`src/llcpc_pkg.sv`:
```
// constants, types and helpers shared by the line-locked clock phase control
// assumes a single 125 MHz system clock; all other rates are derived enables
package llcpc_pkg;

    // system clock
    localparam int CLK_PERIOD_NS = 8;

    // phase reference delay after the line sync falling edge (least time)
    localparam int REF_DELAY_NS  = 110;
    localparam int REF_DELAY_CYC =
        (REF_DELAY_NS + CLK_PERIOD_NS - 1) / CLK_PERIOD_NS;

    // static phase error limit for a low lock indicator (longest time)
    localparam int LOCK_ERR_NS   = 50;
    localparam int LOCK_ERR_CYC  = LOCK_ERR_NS / CLK_PERIOD_NS;

    // phase error above which fast-lock corrects the clock (longest time)
    localparam int FAST_ERR_NS   = 200;
    localparam int FAST_ERR_CYC  = FAST_ERR_NS / CLK_PERIOD_NS;

    // widths
    localparam int DLY_W  = 5;
    localparam int ERR_W  = 16;
    localparam int DIV_W  = 11;
    localparam int SEL_W  = 3;

    localparam logic [DLY_W-1:0] REF_DELAY_LD = DLY_W'(REF_DELAY_CYC);
    localparam logic [DLY_W-1:0] DLY_ONE      = 5'h01;
    localparam logic [ERR_W-1:0] LOCK_ERR_LIM = ERR_W'(LOCK_ERR_CYC);
    localparam logic [ERR_W-1:0] FAST_ERR_LIM = ERR_W'(FAST_ERR_CYC);
    localparam logic [ERR_W-1:0] ERR_MAX      = 16'hffff;

    // register map, byte addresses of aligned 32-bit words
    localparam logic [7:0] ADDR_CTRL   = 8'h00;
    localparam logic [7:0] ADDR_STATUS = 8'h04;
    localparam logic [7:0] ADDR_PHASE  = 8'h08;

    // control register fields
    localparam int CTRL_SEL_LSB = 0;
    localparam int CTRL_FBI_BIT = 3;
    localparam logic [3:0] CTRL_RST = 4'hf;

    // status register fields
    localparam int ST_LOCK_BIT = 0;
    localparam int ST_SRC_BIT  = 1;
    localparam int ST_SNK_BIT  = 2;
    localparam int ST_INH_BIT  = 3;
    localparam int ST_MODE_LSB = 4;

    // ahb-lite encodings
    localparam logic [1:0] HTRANS_NONSEQ = 2'h2;
    localparam logic [2:0] HSIZE_WORD    = 3'h2;

    // loop operating mode, one-hot
    typedef enum logic [2:0] {
        MODE_NORMAL = 3'h1,
        MODE_FAST   = 3'h2,
        MODE_COAST  = 3'h4
    } llcpc_mode_type;

    // internal divisor after the divide-by-two stage, per select code
    function automatic logic [DIV_W-1:0] div_count(input logic [SEL_W-1:0] s);
        logic [DIV_W-1:0] n;
        n = 11'h38e;
        unique case (s)
            3'h0: n = 11'h353;
            3'h1: n = 11'h360;
            3'h2: n = 11'h3b0;
            3'h3: n = 11'h46f;
            3'h4: n = 11'h2aa;
            3'h5: n = 11'h35a;
            3'h6: n = 11'h30c;
            3'h7: n = 11'h38e;
        endcase
        return n;
    endfunction

endpackage

```
`src/llcpc_sync.sv`:
```
// two-flop synchroniser for pin inputs
// assumes inputs are asynchronous to clk_sys_i
module llcpc_sync #(
    parameter int WIDTH = 1
) (
    input  wire logic             clk_sys_i,
    input  wire logic             rst_i,
    input  wire logic [WIDTH-1:0] d_i,
    output logic      [WIDTH-1:0] q_o
);
    logic [WIDTH-1:0] meta_reg;

    // first stage is read only by the second stage
    always_ff @(posedge clk_sys_i or posedge rst_i) begin
        if (rst_i) begin
            meta_reg <= '0;
            q_o      <= '0;
        end else begin
            meta_reg <= d_i;
            q_o      <= meta_reg;
        end
    end
endmodule // llcpc_sync

```
`src/llcpc_div.sv`:
```
// internal feedback divider: divide by two, then by a selectable count
// assumes tick_i is a one-cycle pulse per oscillator rising edge
module llcpc_div (
    input  wire logic                      clk_sys_i,
    input  wire logic                      rst_i,
    input  wire logic                      tick_i,
    input  wire logic                      reload_i,
    input  wire logic [llcpc_pkg::DIV_W-1:0] count_i,
    output logic                           fb_o
);
    logic                          half_reg;
    logic [llcpc_pkg::DIV_W-1:0]   cnt_reg;
    logic [llcpc_pkg::DIV_W-1:0]   cnt_next;
    logic                          adv;

    assign adv      = tick_i & half_reg;
    assign cnt_next = (cnt_reg >= count_i - 11'h001) ? '0 : cnt_reg + 11'h001;

    // reload restarts at the rising feedback edge
    always_ff @(posedge clk_sys_i or posedge rst_i) begin
        if (rst_i) begin
            half_reg <= 1'b0;
            cnt_reg  <= '0;
            fb_o     <= 1'b0;
        end else if (reload_i) begin
            half_reg <= 1'b0;
            cnt_reg  <= '0;
            fb_o     <= 1'b1;
        end else begin
            if (tick_i)
                half_reg <= ~half_reg;
            if (adv)
                cnt_reg <= cnt_next;
            fb_o <= (cnt_reg < (count_i >> 1));
        end
    end
endmodule // llcpc_div

```
`src/llcpc_top.sv`:
```
// digital control of a line-locked pixel clock loop with ahb-lite registers
// assumes osc, line sync, feedback pin and mode comparators are async pins
module llcpc_top (
    input  wire logic        clk_sys_i,
    input  wire logic        rst_i,
    // ahb-lite slave
    input  wire logic        hsel_i,
    input  wire logic [31:0] haddr_i,
    input  wire logic [1:0]  htrans_i,
    input  wire logic        hwrite_i,
    input  wire logic [2:0]  hsize_i,
    input  wire logic [31:0] hwdata_i,
    input  wire logic        hready_i,
    output logic      [31:0] hrdata_o,
    output logic             hreadyout_o,
    output logic             hresp_o,
    // loop pins
    input  wire logic        osc_i,
    input  wire logic        line_sync_i,
    input  wire logic        mode_hi_i,
    input  wire logic        mode_lo_i,
    input  wire logic        ext_div_i,
    output logic             ext_div_o,
    output logic             ext_div_oe_o,
    output logic             clk_out_o,
    output logic             pump_src_o,
    output logic             pump_snk_o,
    output logic             pump_oe_o,
    output logic             lock_indicator_o
);
    // synchronised pins
    logic [4:0]                   pins_s;
    logic                         osc_s;
    logic                         sync_s;
    logic                         ext_s;
    logic                         mhi_s;
    logic                         mlo_s;

    // edge detection
    logic                         osc_prev_reg;
    logic                         sync_prev_reg;
    logic                         fb_prev_reg;
    logic                         osc_rise;
    logic                         sync_fall;
    logic                         fb_lvl;
    logic                         fb_rise;

    // reference delay
    logic [llcpc_pkg::DLY_W-1:0]  dly_reg;
    logic [llcpc_pkg::DLY_W-1:0]  dly_next;
    logic                         ref_pulse;

    // mode
    llcpc_pkg::llcpc_mode_type    mode_reg;
    llcpc_pkg::llcpc_mode_type    mode_next;
    logic                         pd_en;
    logic                         fast_en;

    // phase/frequency detector
    logic                         up_reg;
    logic                         dn_reg;
    logic                         up_set;
    logic                         dn_set;
    logic                         up_n;
    logic                         dn_n;
    logic                         match;
    logic                         up_next;
    logic                         dn_next;
    logic [llcpc_pkg::ERR_W-1:0]  err_reg;
    logic [llcpc_pkg::ERR_W-1:0]  err_next;
    logic [llcpc_pkg::ERR_W-1:0]  err_done;
    logic signed [llcpc_pkg::ERR_W:0] phase_reg;
    logic signed [llcpc_pkg::ERR_W:0] phase_next;
    logic                         big_err;
    logic                         small_err;
    logic                         lock_next;

    // fast-lock correction
    logic                         inhibit_reg;
    logic                         inhibit_next;
    logic                         reload;

    // divider
    logic                         div_fb;
    logic                         div_tick;
    logic [llcpc_pkg::DIV_W-1:0]  div_n;

    // registers and bus
    logic [3:0]                   ctrl_reg;
    logic                         fb_int;
    logic                         wr_pend_reg;
    logic [7:0]                   addr_reg;
    logic                         acc;
    logic                         word_ok;
    logic [31:0]                  rd_mux;
    logic                         in_map;
    logic                         hit_ctrl;
    logic                         hit_status;
    logic                         hit_phase;
    logic                         wr_take;
    logic                         rd_take;
    logic                         ctrl_wr;
    logic [31:0]                  status_word;
    logic [31:0]                  phase_word;

    llcpc_sync #(
        .WIDTH (5)
    ) u_sync (
        .clk_sys_i (clk_sys_i),
        .rst_i     (rst_i),
        .d_i       ({osc_i, line_sync_i, ext_div_i, mode_hi_i, mode_lo_i}),
        .q_o       (pins_s)
    );

    assign osc_s  = pins_s[4];
    assign sync_s = pins_s[3];
    assign ext_s  = pins_s[2];
    assign mhi_s  = pins_s[1];
    assign mlo_s  = pins_s[0];

    assign fb_int = ctrl_reg[llcpc_pkg::CTRL_FBI_BIT];
    assign div_n  = llcpc_pkg::div_count(
                        ctrl_reg[llcpc_pkg::CTRL_SEL_LSB +: llcpc_pkg::SEL_W]);

    // edges
    assign osc_rise  = osc_s & ~osc_prev_reg;
    assign sync_fall = ~sync_s & sync_prev_reg;
    // feedback source: internal divider or external chain
    assign fb_lvl    = fb_int ? div_fb : ext_s;
    assign fb_rise   = fb_lvl & ~fb_prev_reg;

    // delayed reference; a new falling edge restarts the delay
    assign dly_next  = sync_fall ? llcpc_pkg::REF_DELAY_LD :
                       (dly_reg != '0) ? dly_reg - 5'h01 : '0;
    assign ref_pulse = (dly_reg == llcpc_pkg::DLY_ONE);

    // three-level input: below 1/3 normal, above 2/3 coast, else fast
    // both comparators high cannot happen on a real pin; treated as coast
    assign mode_next = mhi_s ? llcpc_pkg::MODE_COAST :
                       mlo_s ? llcpc_pkg::MODE_NORMAL :
                               llcpc_pkg::MODE_FAST;
    assign pd_en   = (mode_reg != llcpc_pkg::MODE_COAST);
    assign fast_en = (mode_reg == llcpc_pkg::MODE_FAST);

    // phase/frequency detector: first edge raises its flag, second clears
    assign up_set  = pd_en & ref_pulse;
    assign dn_set  = pd_en & fb_rise;
    assign up_n    = up_reg | up_set;
    assign dn_n    = dn_reg | dn_set;
    assign match   = up_n & dn_n;
    assign up_next = pd_en & up_n & ~match;
    assign dn_next = pd_en & dn_n & ~match;

    // error width in cycles, saturating
    assign err_done = (err_reg == llcpc_pkg::ERR_MAX) ? err_reg :
                      err_reg + 16'h0001;
    assign err_next = (!pd_en || match) ? '0 :
                      (up_n | dn_n) ? err_done : '0;

    // feedback lagging the reference reads positive, leading negative
    assign phase_next = up_reg ? $signed({1'b0, err_reg}) :
                        dn_reg ? -$signed({1'b0, err_reg}) :
                                 '0;

    assign small_err = (err_reg < llcpc_pkg::LOCK_ERR_LIM);
    assign big_err   = (err_reg >= llcpc_pkg::FAST_ERR_LIM);

    // indicator goes high once an error reaches the lock limit, low after a small match
    assign lock_next = !pd_en ? lock_indicator_o :
                       match ? ~small_err :
                       ((up_reg | dn_reg) && !small_err) ? 1'b1 :
                       lock_indicator_o;

    // fast-lock: a late feedback edge is forced by restarting the divider,
    // an early one stalls the clock until the reference arrives
    // limitation: with sync lost mid-stall the clock stays held until it returns
    assign reload       = fast_en & up_reg & ~dn_n & big_err;
    assign inhibit_next = fast_en & ~ref_pulse &
                          (inhibit_reg | (dn_reg & ~up_n & big_err));

    // divide by two then by N inside the divider, from the passed clock
    assign div_tick = osc_rise & ~inhibit_reg;

    llcpc_div u_div (
        .clk_sys_i (clk_sys_i),
        .rst_i     (rst_i),
        .tick_i    (div_tick),
        .reload_i  (reload),
        .count_i   (div_n),
        .fb_o      (div_fb)
    );

    // edges, mode and delay
    always_ff @(posedge clk_sys_i or posedge rst_i) begin
        if (rst_i) begin
            osc_prev_reg  <= 1'b0;
            sync_prev_reg <= 1'b0;
            fb_prev_reg   <= 1'b0;
            dly_reg       <= '0;
            mode_reg      <= llcpc_pkg::MODE_NORMAL;
        end else begin
            osc_prev_reg  <= osc_s;
            sync_prev_reg <= sync_s;
            fb_prev_reg   <= fb_lvl;
            dly_reg       <= dly_next;
            mode_reg      <= mode_next;
        end
    end

    // detector state and measurements
    always_ff @(posedge clk_sys_i or posedge rst_i) begin
        if (rst_i) begin
            up_reg    <= 1'b0;
            dn_reg    <= 1'b0;
            err_reg   <= '0;
            phase_reg <= '0;
        end else begin
            up_reg  <= up_next;
            dn_reg  <= dn_next;
            err_reg <= err_next;
            if (match)
                phase_reg <= phase_next;
        end
    end

    // pin outputs, all registered
    always_ff @(posedge clk_sys_i or posedge rst_i) begin
        if (rst_i) begin
            pump_src_o       <= 1'b0;
            pump_snk_o       <= 1'b0;
            pump_oe_o        <= 1'b0;
            lock_indicator_o <= 1'b1;
            inhibit_reg      <= 1'b0;
            clk_out_o        <= 1'b0;
            ext_div_o        <= 1'b0;
            ext_div_oe_o     <= 1'b0;
        end else begin
            pump_src_o       <= up_next;
            pump_snk_o       <= dn_next;
            pump_oe_o        <= up_next | dn_next;
            lock_indicator_o <= lock_next;
            inhibit_reg      <= inhibit_next;
            // gating costs three system clocks (24 ns) of latency but keeps one clock domain
            clk_out_o        <= osc_s & ~inhibit_next;
            ext_div_o        <= fb_int & div_fb;
            ext_div_oe_o     <= fb_int;
        end
    end

    // ahb-lite slave, zero wait states
    assign acc     = hsel_i & hready_i & htrans_i[1];
    assign word_ok = (hsize_i == llcpc_pkg::HSIZE_WORD);

    // only the low byte decodes; any upper address bit misses the map
    assign in_map     = (haddr_i[31:8] == 24'h000000);
    assign hit_ctrl   = in_map & (haddr_i[7:0] == llcpc_pkg::ADDR_CTRL);
    assign hit_status = in_map & (haddr_i[7:0] == llcpc_pkg::ADDR_STATUS);
    assign hit_phase  = in_map & (haddr_i[7:0] == llcpc_pkg::ADDR_PHASE);
    // narrow writes are dropped rather than merged into the control word
    assign wr_take    = acc & hwrite_i & word_ok & in_map;
    assign rd_take    = acc & ~hwrite_i;

    // status fields placed by name so the layout lives in the package
    assign status_word[llcpc_pkg::ST_LOCK_BIT] = lock_indicator_o;
    assign status_word[llcpc_pkg::ST_SRC_BIT]  = pump_src_o;
    assign status_word[llcpc_pkg::ST_SNK_BIT]  = pump_snk_o;
    assign status_word[llcpc_pkg::ST_INH_BIT]  = inhibit_reg;
    assign status_word[llcpc_pkg::ST_MODE_LSB +: $bits(mode_reg)] = mode_reg;
    assign status_word[31:llcpc_pkg::ST_MODE_LSB + $bits(mode_reg)] = '0;

    // phase is sign-extended so software reads a plain signed word
    assign phase_word =
        {{(32 - llcpc_pkg::ERR_W - 1){phase_reg[llcpc_pkg::ERR_W]}},
         phase_reg};

    assign rd_mux = hit_ctrl   ? {28'h0000000, ctrl_reg} :
                    hit_status ? status_word :
                    hit_phase  ? phase_word :
                                 32'h00000000;

    always_ff @(posedge clk_sys_i or posedge rst_i) begin
        if (rst_i) begin
            wr_pend_reg <= 1'b0;
            addr_reg    <= '0;
            hrdata_o    <= '0;
            hreadyout_o <= 1'b1;
            hresp_o     <= 1'b0;
        end else begin
            wr_pend_reg <= wr_take;
            addr_reg    <= haddr_i[7:0];
            if (rd_take)
                hrdata_o <= rd_mux;
            hreadyout_o <= 1'b1;
            hresp_o     <= 1'b0;
        end
    end

    // only the control word is writable; data arrives a cycle after address
    assign ctrl_wr = wr_pend_reg & (addr_reg == llcpc_pkg::ADDR_CTRL);

    always_ff @(posedge clk_sys_i or posedge rst_i) begin
        if (rst_i)
            ctrl_reg <= llcpc_pkg::CTRL_RST;
        else if (ctrl_wr)
            ctrl_reg <= hwdata_i[3:0];
    end

endmodule // llcpc_top

```
`config.mk`:
```
export PLATFORM = sky130hd
export DESIGN_NAME = llcpc_top
export DESIGN_NICKNAME = d
export VERILOG_FILES = /design/src/llcpc_pkg.sv /design/src/llcpc_sync.sv /design/src/llcpc_div.sv /design/src/llcpc_top.sv
export SDC_FILE = /design/constraint.sdc
export NUM_CORES = 1
export LEC_CHECK = 0
export BUFFER_PORTS_ARGS = -buffer_cell sky130_fd_sc_hd__buf_2
export CAP_MARGIN = 20
export CELL_PAD_IN_SITES_DETAIL_PLACEMENT = 0
export CELL_PAD_IN_SITES_GLOBAL_PLACEMENT = 1
export CORE_MARGIN = 2
export CORE_UTILIZATION = 45
export DETAILED_ROUTE_END_ITERATION = 10
export PLACE_DENSITY = 0.95
export SYNTH_ARGS = -nofsm -noshare
export SYNTH_HDL_FRONTEND = slang
export SYNTH_SLANG_ARGS = --single-unit
```
`constraint.sdc`:
```
create_clock -name clk_sys_i -period 10.5 [get_ports clk_sys_i]
set_clock_uncertainty 0.1 [all_clocks]
set_input_delay 0.525 -clock clk_sys_i [delete_from_list [all_inputs] [get_ports clk_sys_i]]
set_output_delay 0.525 -clock clk_sys_i [all_outputs]
set_load 0.02 [all_outputs]
```
# After elaboration in Yosys (flattened, before gate mapping)
# Memory sizes are Yosys's and may differ from the RTL's.
# Cells that the tools add are included.
# op_classes
mux	21
n_reduce_logical	12
n_bitwise	49
n_eq_ne	8
shift	0
mul	0
order_cmp	4
div	0
add_sub_neg	5
# ops
op	count
2-to-1 mux 32 bit	3
2-to-1 mux 16 bit	3
2-to-1 mux 17 bit	2
2-to-1 mux 11 bit	3
bitwise AND 1 bit	31
zero test 24 bit	1
negator 16 -> 17 bit	1
adder 16 x 1 -> 16 bit, second input constant	1
equality test 16 bit, second input constant	1
>= comparator 16 x 5 -> 1 bit, second input constant	1
zero test 8 bit	2
< comparator 16 x 3 -> 1 bit, second input constant	1
inverter 1 bit	12
adder 11 x 1 -> 11 bit, second input constant	1
>= comparator 11 bit	1
< comparator 11 x 10 -> 1 bit	1
subtractor 11 x 1 -> 11 bit, second input constant	1
2-to-1 mux 5 bit	2
equality test 8 x 3 -> 1 bit, second input constant	1
equality test 8 x 4 -> 1 bit, second input constant	1
equality test 3 x 2 -> 1 bit, second input constant	2
2-to-1 mux 1 bit	6
inequality test 3 bit, second input constant	2
OR 1 bit	6
10 further kinds	13
# word_totals
memories	1
in_bits	79
ff_bits	120
wordCells	124
rom_bits	88
output_inout_bits	41
mem_bits_rw	0
latchBits	0
# mem_list
memory	depth	word_bits	read_ports	rd_clocked_by_memory_dff	wr	line	text
(no name shown)	8	11	1	0	0	llcpc_pkg.sv:65	unique case (s)

# Logic depth before layout (Yosys ltp)
# Gate-level depths: netlist of the first run.
# depth
depth_word	10
ltp_mapped	14
mapped_depth_nobuf	14

# By module
# Synthesis of the first run repeated with hierarchy kept, for this count alone.
# unflattened
hier_cells	679
area_unflattened_um2	6248.5
# modules_own_cells
mod	area_per_inst_um2	seq_area_each_um2	cells_per_inst	instances
llcpc_top	4620.7	2059.5	506	1
llcpc_div	1373.8	325.3	162	1
llcpc_sync	254.0	250.2	11	1

# Worst setup path after synthesis of the first run
# Ideal clock, no wire load.
# synth_path
path_type	reg-to-reg
startpoint	register ctrl_reg[2]
endpoint	register u_div.cnt_reg[6] (netlist bit)
arrival_time_ns	3.240
setup_ns	0.076
stages_incl_launch_ff	14
period_less_slack_ns	3.417
path_slack_ns	7.083
required_time_ns	10.324
path_cell_list	dfstp_2 > clkbuf_1 > buf_1 > mux2i_1 > ha_1 > nand4_1 > xnor2_1 > ha_1 > nand4_1 > nor2_1 > a2111oi_1 > o2111ai_1 > or4_1 > o21ai_1
# synth_between
elab_chain_len	6
# synth_rtl
element	line	text
from (decl)	llcpc_top.sv:89	logic [3:0] ctrl_reg;
from (signal assigned)	llcpc_top.sv:303	ctrl_reg <= llcpc_pkg::CTRL_RST;
from (signal assigned)	llcpc_top.sv:305	ctrl_reg <= hwdata_i[3:0];
memory read (8 x 11 bit)	n/a	
subtractor 11 x 1 -> 11 bit	llcpc_div.sv:17	assign cnt_next = (cnt_reg >= count_i - 11'h001) ? '0 : cnt_reg + 11'h001;
>= comparator 11 bit	llcpc_div.sv:17	
2-to-1 mux 11 bit	llcpc_div.sv:17	
2-to-1 mux 11 bit	llcpc_div.sv:32	if (adv)
2-to-1 mux 11 bit	llcpc_div.sv:25	end else if (reload_i) begin
to (signal assigned)	llcpc_div.sv:33	cnt_reg <= cnt_next;
to (decl)	llcpc_div.sv:12	logic [llcpc_pkg::DIV_W-1:0] cnt_reg;
# No other way between the ends. The select of a mux whose other input is x is not followed.
# A chain may end at the register's enable or synchronous reset.

# Final worst setup path of the first run
# layout_path
startpoint	register ctrl_reg[1]
endpoint	register u_div.cnt_reg[6] (netlist bit)
# The elaborated chain is that of the path after synthesis.

==> reports/results.txt, run 1 <==
share of power burned in registers - 0.465
EDFF count, synth - 0
gr ovfl total - 0
global-route wire length before repair - 20100 µm
Pre-antenna DRT Iters - 4
maximum VDD drop - 92.1 µV
final net count - 756
Internal - 0.781 mW
core box area - 12500 µm²
Tmin final - 3.80 ns
initial antenna violation count - 0
placed inst area - 6090 µm²
power share of the combinational group - 0.205
CP max FO - 8
NetSw - 0.319 mW
1st-iter DRT viols - 396
post-route cell area - 6420 µm²
maxcap violations - 0
Final HPWL DP - 8760 µm
TritonCTS buffer count - 9
WHS - 0.120 ns
PortBufs - 88
clk sinks - 105
Area Growth Syn to Fin - 13.2%
layout cells sized above 1 - 0.202
# hold bufs at CTS - 0
Worst Path Arrival - 3.97 ns
top cell type's share of synthesized area - 0.437
Non-Filler Instances - 821
Resize count post-CTS - 0
number of post-CTS setup repair buffers - 0
H-tree Lvls - 3
drt drc - 0
die span in y - 116 µm
pin count of the biggest net entering global routing - 64
Clock power frac - 0.330
top_reg_cell synth - dfrtp_1
DR vias/cell - 5.52
Clock Tree Root - clkbuf_16
Power per Cell Area - 171 nW/µm²
final worst slack - 6.70 ns
YS warnings - 0
final slew viol count - 0
Fin Setup TNS - 0 ns
slew at the pin with the worst max-slew slack - 1.03 ns
Synth area leader - dfrtp_1
CTS clk-pin slew, worst paths - 0.07 ns
Gate Count Post-Synth - 589
Slew HR - 0.313
clk_lat worst skew - 0.35 ns
Die Wd - 116 µm
Routed wire per std cell - 14.8 µm
Longest Clk Path Bufs - 2
num ports - 120
CTS tree - done
status - finished, final reports clean
Syn Nets - 701
#FFs+latches synth - 105
overall power - 1.10 mW
period utilization - 0.362
Post-Place Worst Slack - 6.71 ns
Setup violations, final - 0
Antenna diodes - 0
Starting Density - 0.455
ys async rst share - 1.00
final estimated routing congestion in global placement - 0.834
GRT Total Usage - 0.186
Hold Vio Cnt, Final - 0
sequential area share after synthesis - 0.465
unrepaired setup endpoints after global routing - no
final WL - 12100 µm
FP Rows - 41
fmax - 263 MHz
Commonest cells post-synth - dfrtp_1 (99), nor2_1 (77), nand2_1 (41)
via count - 4536
hold crit path type - in -> async
Mean Syn Cell Area - 9.63 µm²
Seq. cell area - 2640 µm²
footprint of the multi-input gates - 2720 µm²
Layout Utilization - 0.515
Pleak - 3.04 nW
Detail Route Antenna Nets - 0
die footprint - 13500 µm²
# fillers - 1114
Crit Path Class - reg -> reg
Cell Count Post-Placement - 805
CP Capture Type - flop
Unique masters post-synth - 60
vias in the first global route - 4344
dominant cells by area after synthesis - dfrtp_1 (44%), ha_1 (7.3%), nor2_1 (5.1%)
Worst setup SP type - flop
Post-Syn Area - 5670 µm²
sw frac - 0.290
most frequent cell after synthesis - dfrtp_1
Critical Path RT - 10.67 ns
## cell usage in the layout (no fill, tap or decap), types with 9 or more instances in the layout
cell       instances
nand2_1           41
a21oi_1           28
a21o_1            10
nand3_1           13
o21ai_0           14
dfrtp_1           99
buf_2             88
nor3_1            25
ha_1              33
mux2_2            10
clkbuf_16          9
a22o_1            10
nor2_1            76
inv_1             18
xnor2_1           12
a22oi_1           14
nor4_1            13
## power by group through the flow
stage,registers (mW),logic (mW),clock network [mW]
2_1_floorplan,0.503,0.179,0
3_3_place_gp,0.517,0.215,0
3_5_place_dp,0.519,0.224,0
4_1_cts,0.512,0.227,0.369
5_1_grt,0.519,0.260,0.386
6_report,0.512,0.226,0.363
## cell type report
type / instances / share of cell area
timing repair buffer: 90 / 0.0710
inverter: 19 / 0.0115
sequential: 105 / 0.411
clock inverter: 4 / 0.0119
multi-input combinational: 419 / 0.423
clock buffer: 12 / 0.0384
tap: 172 / 0.0335
## critical path, cell delays in order, from the launching register on
cell       delay [ns]
dfstp_2          0.62
inv_1            0.10
ha_1             0.35
nor2_1           0.14
nor2_1           0.08
ha_1             0.23
a211o_1          0.25
o21ai_0          0.10
ha_1             0.27
nand4_1          0.07
nor2_1           0.05
a2111oi_1        0.58
o2111ai_1        0.25
or4_1            0.43
o21ai_1          0.09
## path summary, 6_finish.rpt
path                                              start                      endpoint  slack [ns]  cells after the start
max                             ctrl_reg[1]$_DFFE_PP1P_  u_div.cnt_reg[6]$_DFFE_PP0P_        6.70                     14
min                                               rst_i          dly_reg[3]$_DFF_PP0_        0.12                      2
max reg2reg                     ctrl_reg[1]$_DFFE_PP1P_  u_div.cnt_reg[6]$_DFFE_PP0P_        6.70                     14
min reg2reg                u_sync.meta_reg[3]$_DFF_PP0_       u_sync.q_o[3]$_DFF_PP0_        0.25                      0
max in group asynchronous                         rst_i         addr_reg[3]$_DFF_PP0_        9.02                      3
min in group clk_sys_i                      line_sync_i  u_sync.meta_reg[3]$_DFF_PP0_        0.18                      1
## metal layers
layer  up-vias  global-route usage  wire length [µm]
met4         0              0.0675               251
met5         -                   0                 0
met1      2197               0.263              5710
li1       2185                   -                 -
met2       131               0.288              5590
met3        23              0.0353               581
## cell families (layout without fill, tap and decap cells)
| kind of cell | Yosys count | in the layout | synth area share |
|---|---|---|---|
| buf+inv | 65 | 125 | 0.0569 |
| flops | 105 | 105 | 0.465 |
| compound gates | 121 | 121 | 0.144 |
| fa+ha+maj | 34 | 34 | 0.0746 |
| xor+xnor | 20 | 20 | 0.0309 |
| other cells | 2 | 2 | 0.00132 |
| mux | 14 | 14 | 0.0269 |
| simple gates | 228 | 228 | 0.201 |
(Power assumes the default switching activity.)
==> run 2, diff against run 1 <==
Settings changed: ABC_AREA set to 1, CORE_UTILIZATION 45 to 37, PLACE_DENSITY 0.95 to 0.88.
Clock period 10.5 ns to 3.25 ns, I/O delays scaled along.
==> reports/results.txt, run 2 <==
status - finished, final reports clean
Hold Vio Cnt, Final - 0 (unchanged)
core box area - 16500 µm² (+33%)
PortBufs - 88 (unchanged)
pin count of the biggest net entering global routing - 64 (unchanged)
final WL - 14200 µm (+17%)
initial antenna violation count - 0 (unchanged)
sequential area share after synthesis - 0.424 (-0.0410)
final estimated routing congestion in global placement - 0.862 (+3.4%)
fmax - 335 MHz (+27%)
maximum VDD drop - 280 µV (+200%)
Antenna diodes - 0 (unchanged)
Routed wire per std cell - 12.8 µm (-13%)
H-tree Lvls - 3 (unchanged)
GRT Total Usage - 0.168 (-0.0183)
num ports - 120 (unchanged)
Fin Setup TNS - 0 ns (unchanged)
Worst Path Arrival - 3.17 ns (-0.80 ns)
most frequent cell after synthesis - nand2_1
vias in the first global route - 5231 (+20%)
global-route wire length before repair - 24300 µm (+20%)
top_reg_cell synth - dfrtp_1
most common cell after layout, fill and taps aside - nand2_1
Starting Density - 0.376 (-0.0786)
Slew HR - 0.488 (+0.175)
EDFF count, synth - 0 (unchanged)
DR vias/cell - 4.78 (-14%)
placed inst area - 6770 µm² (+11%)
gr ovfl total - 0 (unchanged)
CTS tree - done
post-route cell area - 7360 µm² (+15%)
hold crit path type - in -> reg
Area Growth Syn to Fin - 18.4%
Unique masters post-synth - 48 (-20%)
drt drc - 0 (unchanged)
CP Capture Type - flop
final net count - 994 (+31%)
die span in y - 134 µm (+15%)
Gate Count Post-Synth - 784 (+33%)
final slew viol count - 0 (unchanged)
Mean Syn Cell Area - 7.93 µm² (-18%)
CP max FO - 4 (-4)
Power per Cell Area - 472 nW/µm² (+180%)
Setup violations, final - 0 (unchanged)
Commonest cells post-synth - nand2_1 (187), dfrtp_1 (99), nor2_1 (93)
Syn Nets - 896 (+28%)
Synth area leader - dfrtp_1
YS warnings - 0 (unchanged)
Crit Path Class - reg -> reg
via count - 5287 (+17%)
unrepaired setup endpoints after global routing - no
maxcap violations - 0 (unchanged)
slowest stage cell, crit path - dfstp_2
Longest Clk Path Bufs - 2 (unchanged)
clk sinks - 105 (unchanged)
top cell type's share of synthesized area - 0.398 (-0.0385)
1st-iter DRT viols - 294 (-26%)
number of post-CTS setup repair buffers - 0 (unchanged)
ys async rst share - 1.00 (unchanged)
period utilization - 0.917 (+0.555)
#FFs+latches synth - 105 (unchanged)
Tmin final - 2.98 ns (-0.818 ns)
Die Wd - 134 µm (+15%)
most frequent cells in the layout - nand2_1 (186), dfrtp_1 (99), nor2_1 (91)
Post-Syn Area - 6220 µm² (+9.7%)
Pleak - 3.79 nW (+25%)
Worst setup SP type - flop
TritonCTS buffer count - 9 (unchanged)
Seq. cell area - 2640 µm² (unchanged)
footprint of the multi-input gates - 3020 µm² (+11%)
die footprint - 17900 µm² (+32%)
# fillers - 1670 (+50%)
dominant cells by area after synthesis - dfrtp_1 (40%), nand2_1 (11%), ha_1 (6.6%)
FP Rows - 47 (+15%)
Detail Route Antenna Nets - 0 (unchanged)
Crit path largest cell delay - 0.53 ns (-0.09 ns)
CTS clk-pin slew, worst paths - 0.07 ns (about the same)
crit-path cells - inv_1 > ha_4 > inv_1 > nand2_2 > o21ai_2 > inv_1 > ha_1 > nand4_1 > xor2_1 > inv_1 > ha_1 > nand2_1 > inv_1 > nand2_1 > nand2_1 > nand2_1 > nand3_2 > nor2_2 > buf_4 > nand4_1 > nand2_1
Final HPWL DP - 10600 µm (+21%)
slew at the pin with the worst max-slew slack - 0.768 ns (-0.262 ns)
clk_lat worst skew - 0.36 ns (about the same)
Pre-antenna DRT Iters - 4 (unchanged)
Critical Path RT - 3.44 ns (-7.23 ns)
layout cells sized above 1 - 0.193 (-0.00906)
Clock Tree Root - clkbuf_16
## run 2: cell types whose count changed in the layout (fill, tap and decap cells not counted), moves of 11 or more
cell	delta
nand2_1	+145
nand4_1	+17
xor2_1	+14
xnor2_1	-11
o21ai_0	+22
nor2_1	+15
dlygate4sd3_1	+22
inv_1	+65
a22oi_1	-13
a21oi_1	-18
nand3_1	+63
nor4_1	-12
nor3_1	-12
## run 2: cell families after synthesis
logic type | after synthesis | synth area share
xor+xnor | 23 | 0.0324
compound gates | 67 | 0.0622
fa+ha+maj | 33 | 0.0664
simple gates | 426 | 0.312
mux | 4 | 0.00724
flops | 105 | 0.424
other cells | 2 | 0.00121
buf+inv | 124 | 0.0948
## run 2: routing by layer
metal  up-vias  global-route usage  routed length [µm]  share of wire
met5         -                   0                   0              0
met4         0              0.0638                 285          0.020
met1      2478               0.212                6520           0.46
met3        20              0.0228                 371          0.026
met2        76               0.293                6990           0.49
li1       2713                   -                   -              -
## run 2: path summary, 6_finish.rpt
| check | from | endpoint | slack (ns) | cells after the start |
|---|---|---|---|---|
| worst min-delay path | hwrite_i | hrdata_o[5]$_DFFE_PP0P_ | 0.05 | 4 |
| min in group asynchronous | rst_i | u_sync.meta_reg[4]$_DFF_PP0_ | 0.40 | 3 |
| worst max-delay path | ctrl_reg[0]$_DFFE_PP1P_ | u_div.cnt_reg[0]$_DFFE_PP0P_ | 0.27 | 21 |
| worst max register to register | ctrl_reg[0]$_DFFE_PP1P_ | u_div.cnt_reg[0]$_DFFE_PP0P_ | 0.27 | 21 |
| worst min register to register | u_sync.meta_reg[3]$_DFF_PP0_ | u_sync.q_o[3]$_DFF_PP0_ | 0.25 | 0 |
| max in group asynchronous | rst_i | ctrl_reg[3]$_DFFE_PP1P_ | 1.80 | 4 |
## run 2: critical path: cells and delay by family, from the launching register on
family	cells	cell delay [ns]
DFF	1	0.53
AOI/OAI and AO/OA	1	0.09
xor gates and xnor gates	1	0.15
adders and majority gates	3	0.73
buffers and inverters	6	0.48
and+or+nand+nor	10	0.85
## run 2: layout make-up
class | count | share of cell area
Multi-Input combinational cell | 555 | 0.411
Timing Repair Buffer | 123 | 0.104
Clock buffer | 11 | 0.0330
Tap cell | 220 | 0.0374
Inverter | 88 | 0.0456
Clock inverter | 5 | 0.0117
Sequential cell | 105 | 0.358
## run 2: timing repair
action | 4_1_cts | 5_1_grt
setup endpoints to repair | 0 | 11
hold buffers | 22 | 0
gates resized for setup | 0 | 10
hold endpoints to repair | 77 | 0
## run 2: where the power goes
| part | internal [mW] | total [mW] | switching [mW] |
|---|---|---|---|
| Combinational | 0.275 | 0.716 | 0.441 |
| Sequential | 1.44 | 1.54 | 0.103 |
| Clock | 0.706 | 1.22 | 0.510 |
| Total | 2.42 | 3.47 | 1.05 |
## run 2: through the flow
stage	util	cells	power [mW]	hold WS [ns]	worst slack [ns]
2_1_floorplan	-	784	2.06	0.0939	0.210
3_3_place_gp	0.410	1068	2.24	0.171	0.211
3_5_place_dp	0.410	1068	2.26	0.172	0.170
4_1_cts	0.443	1106	3.51	0.0397	0.158
5_1_grt	0.445	1107	3.69	0.0692	0.0114
6_report	0.445	1107	3.47	0.0493	0.269
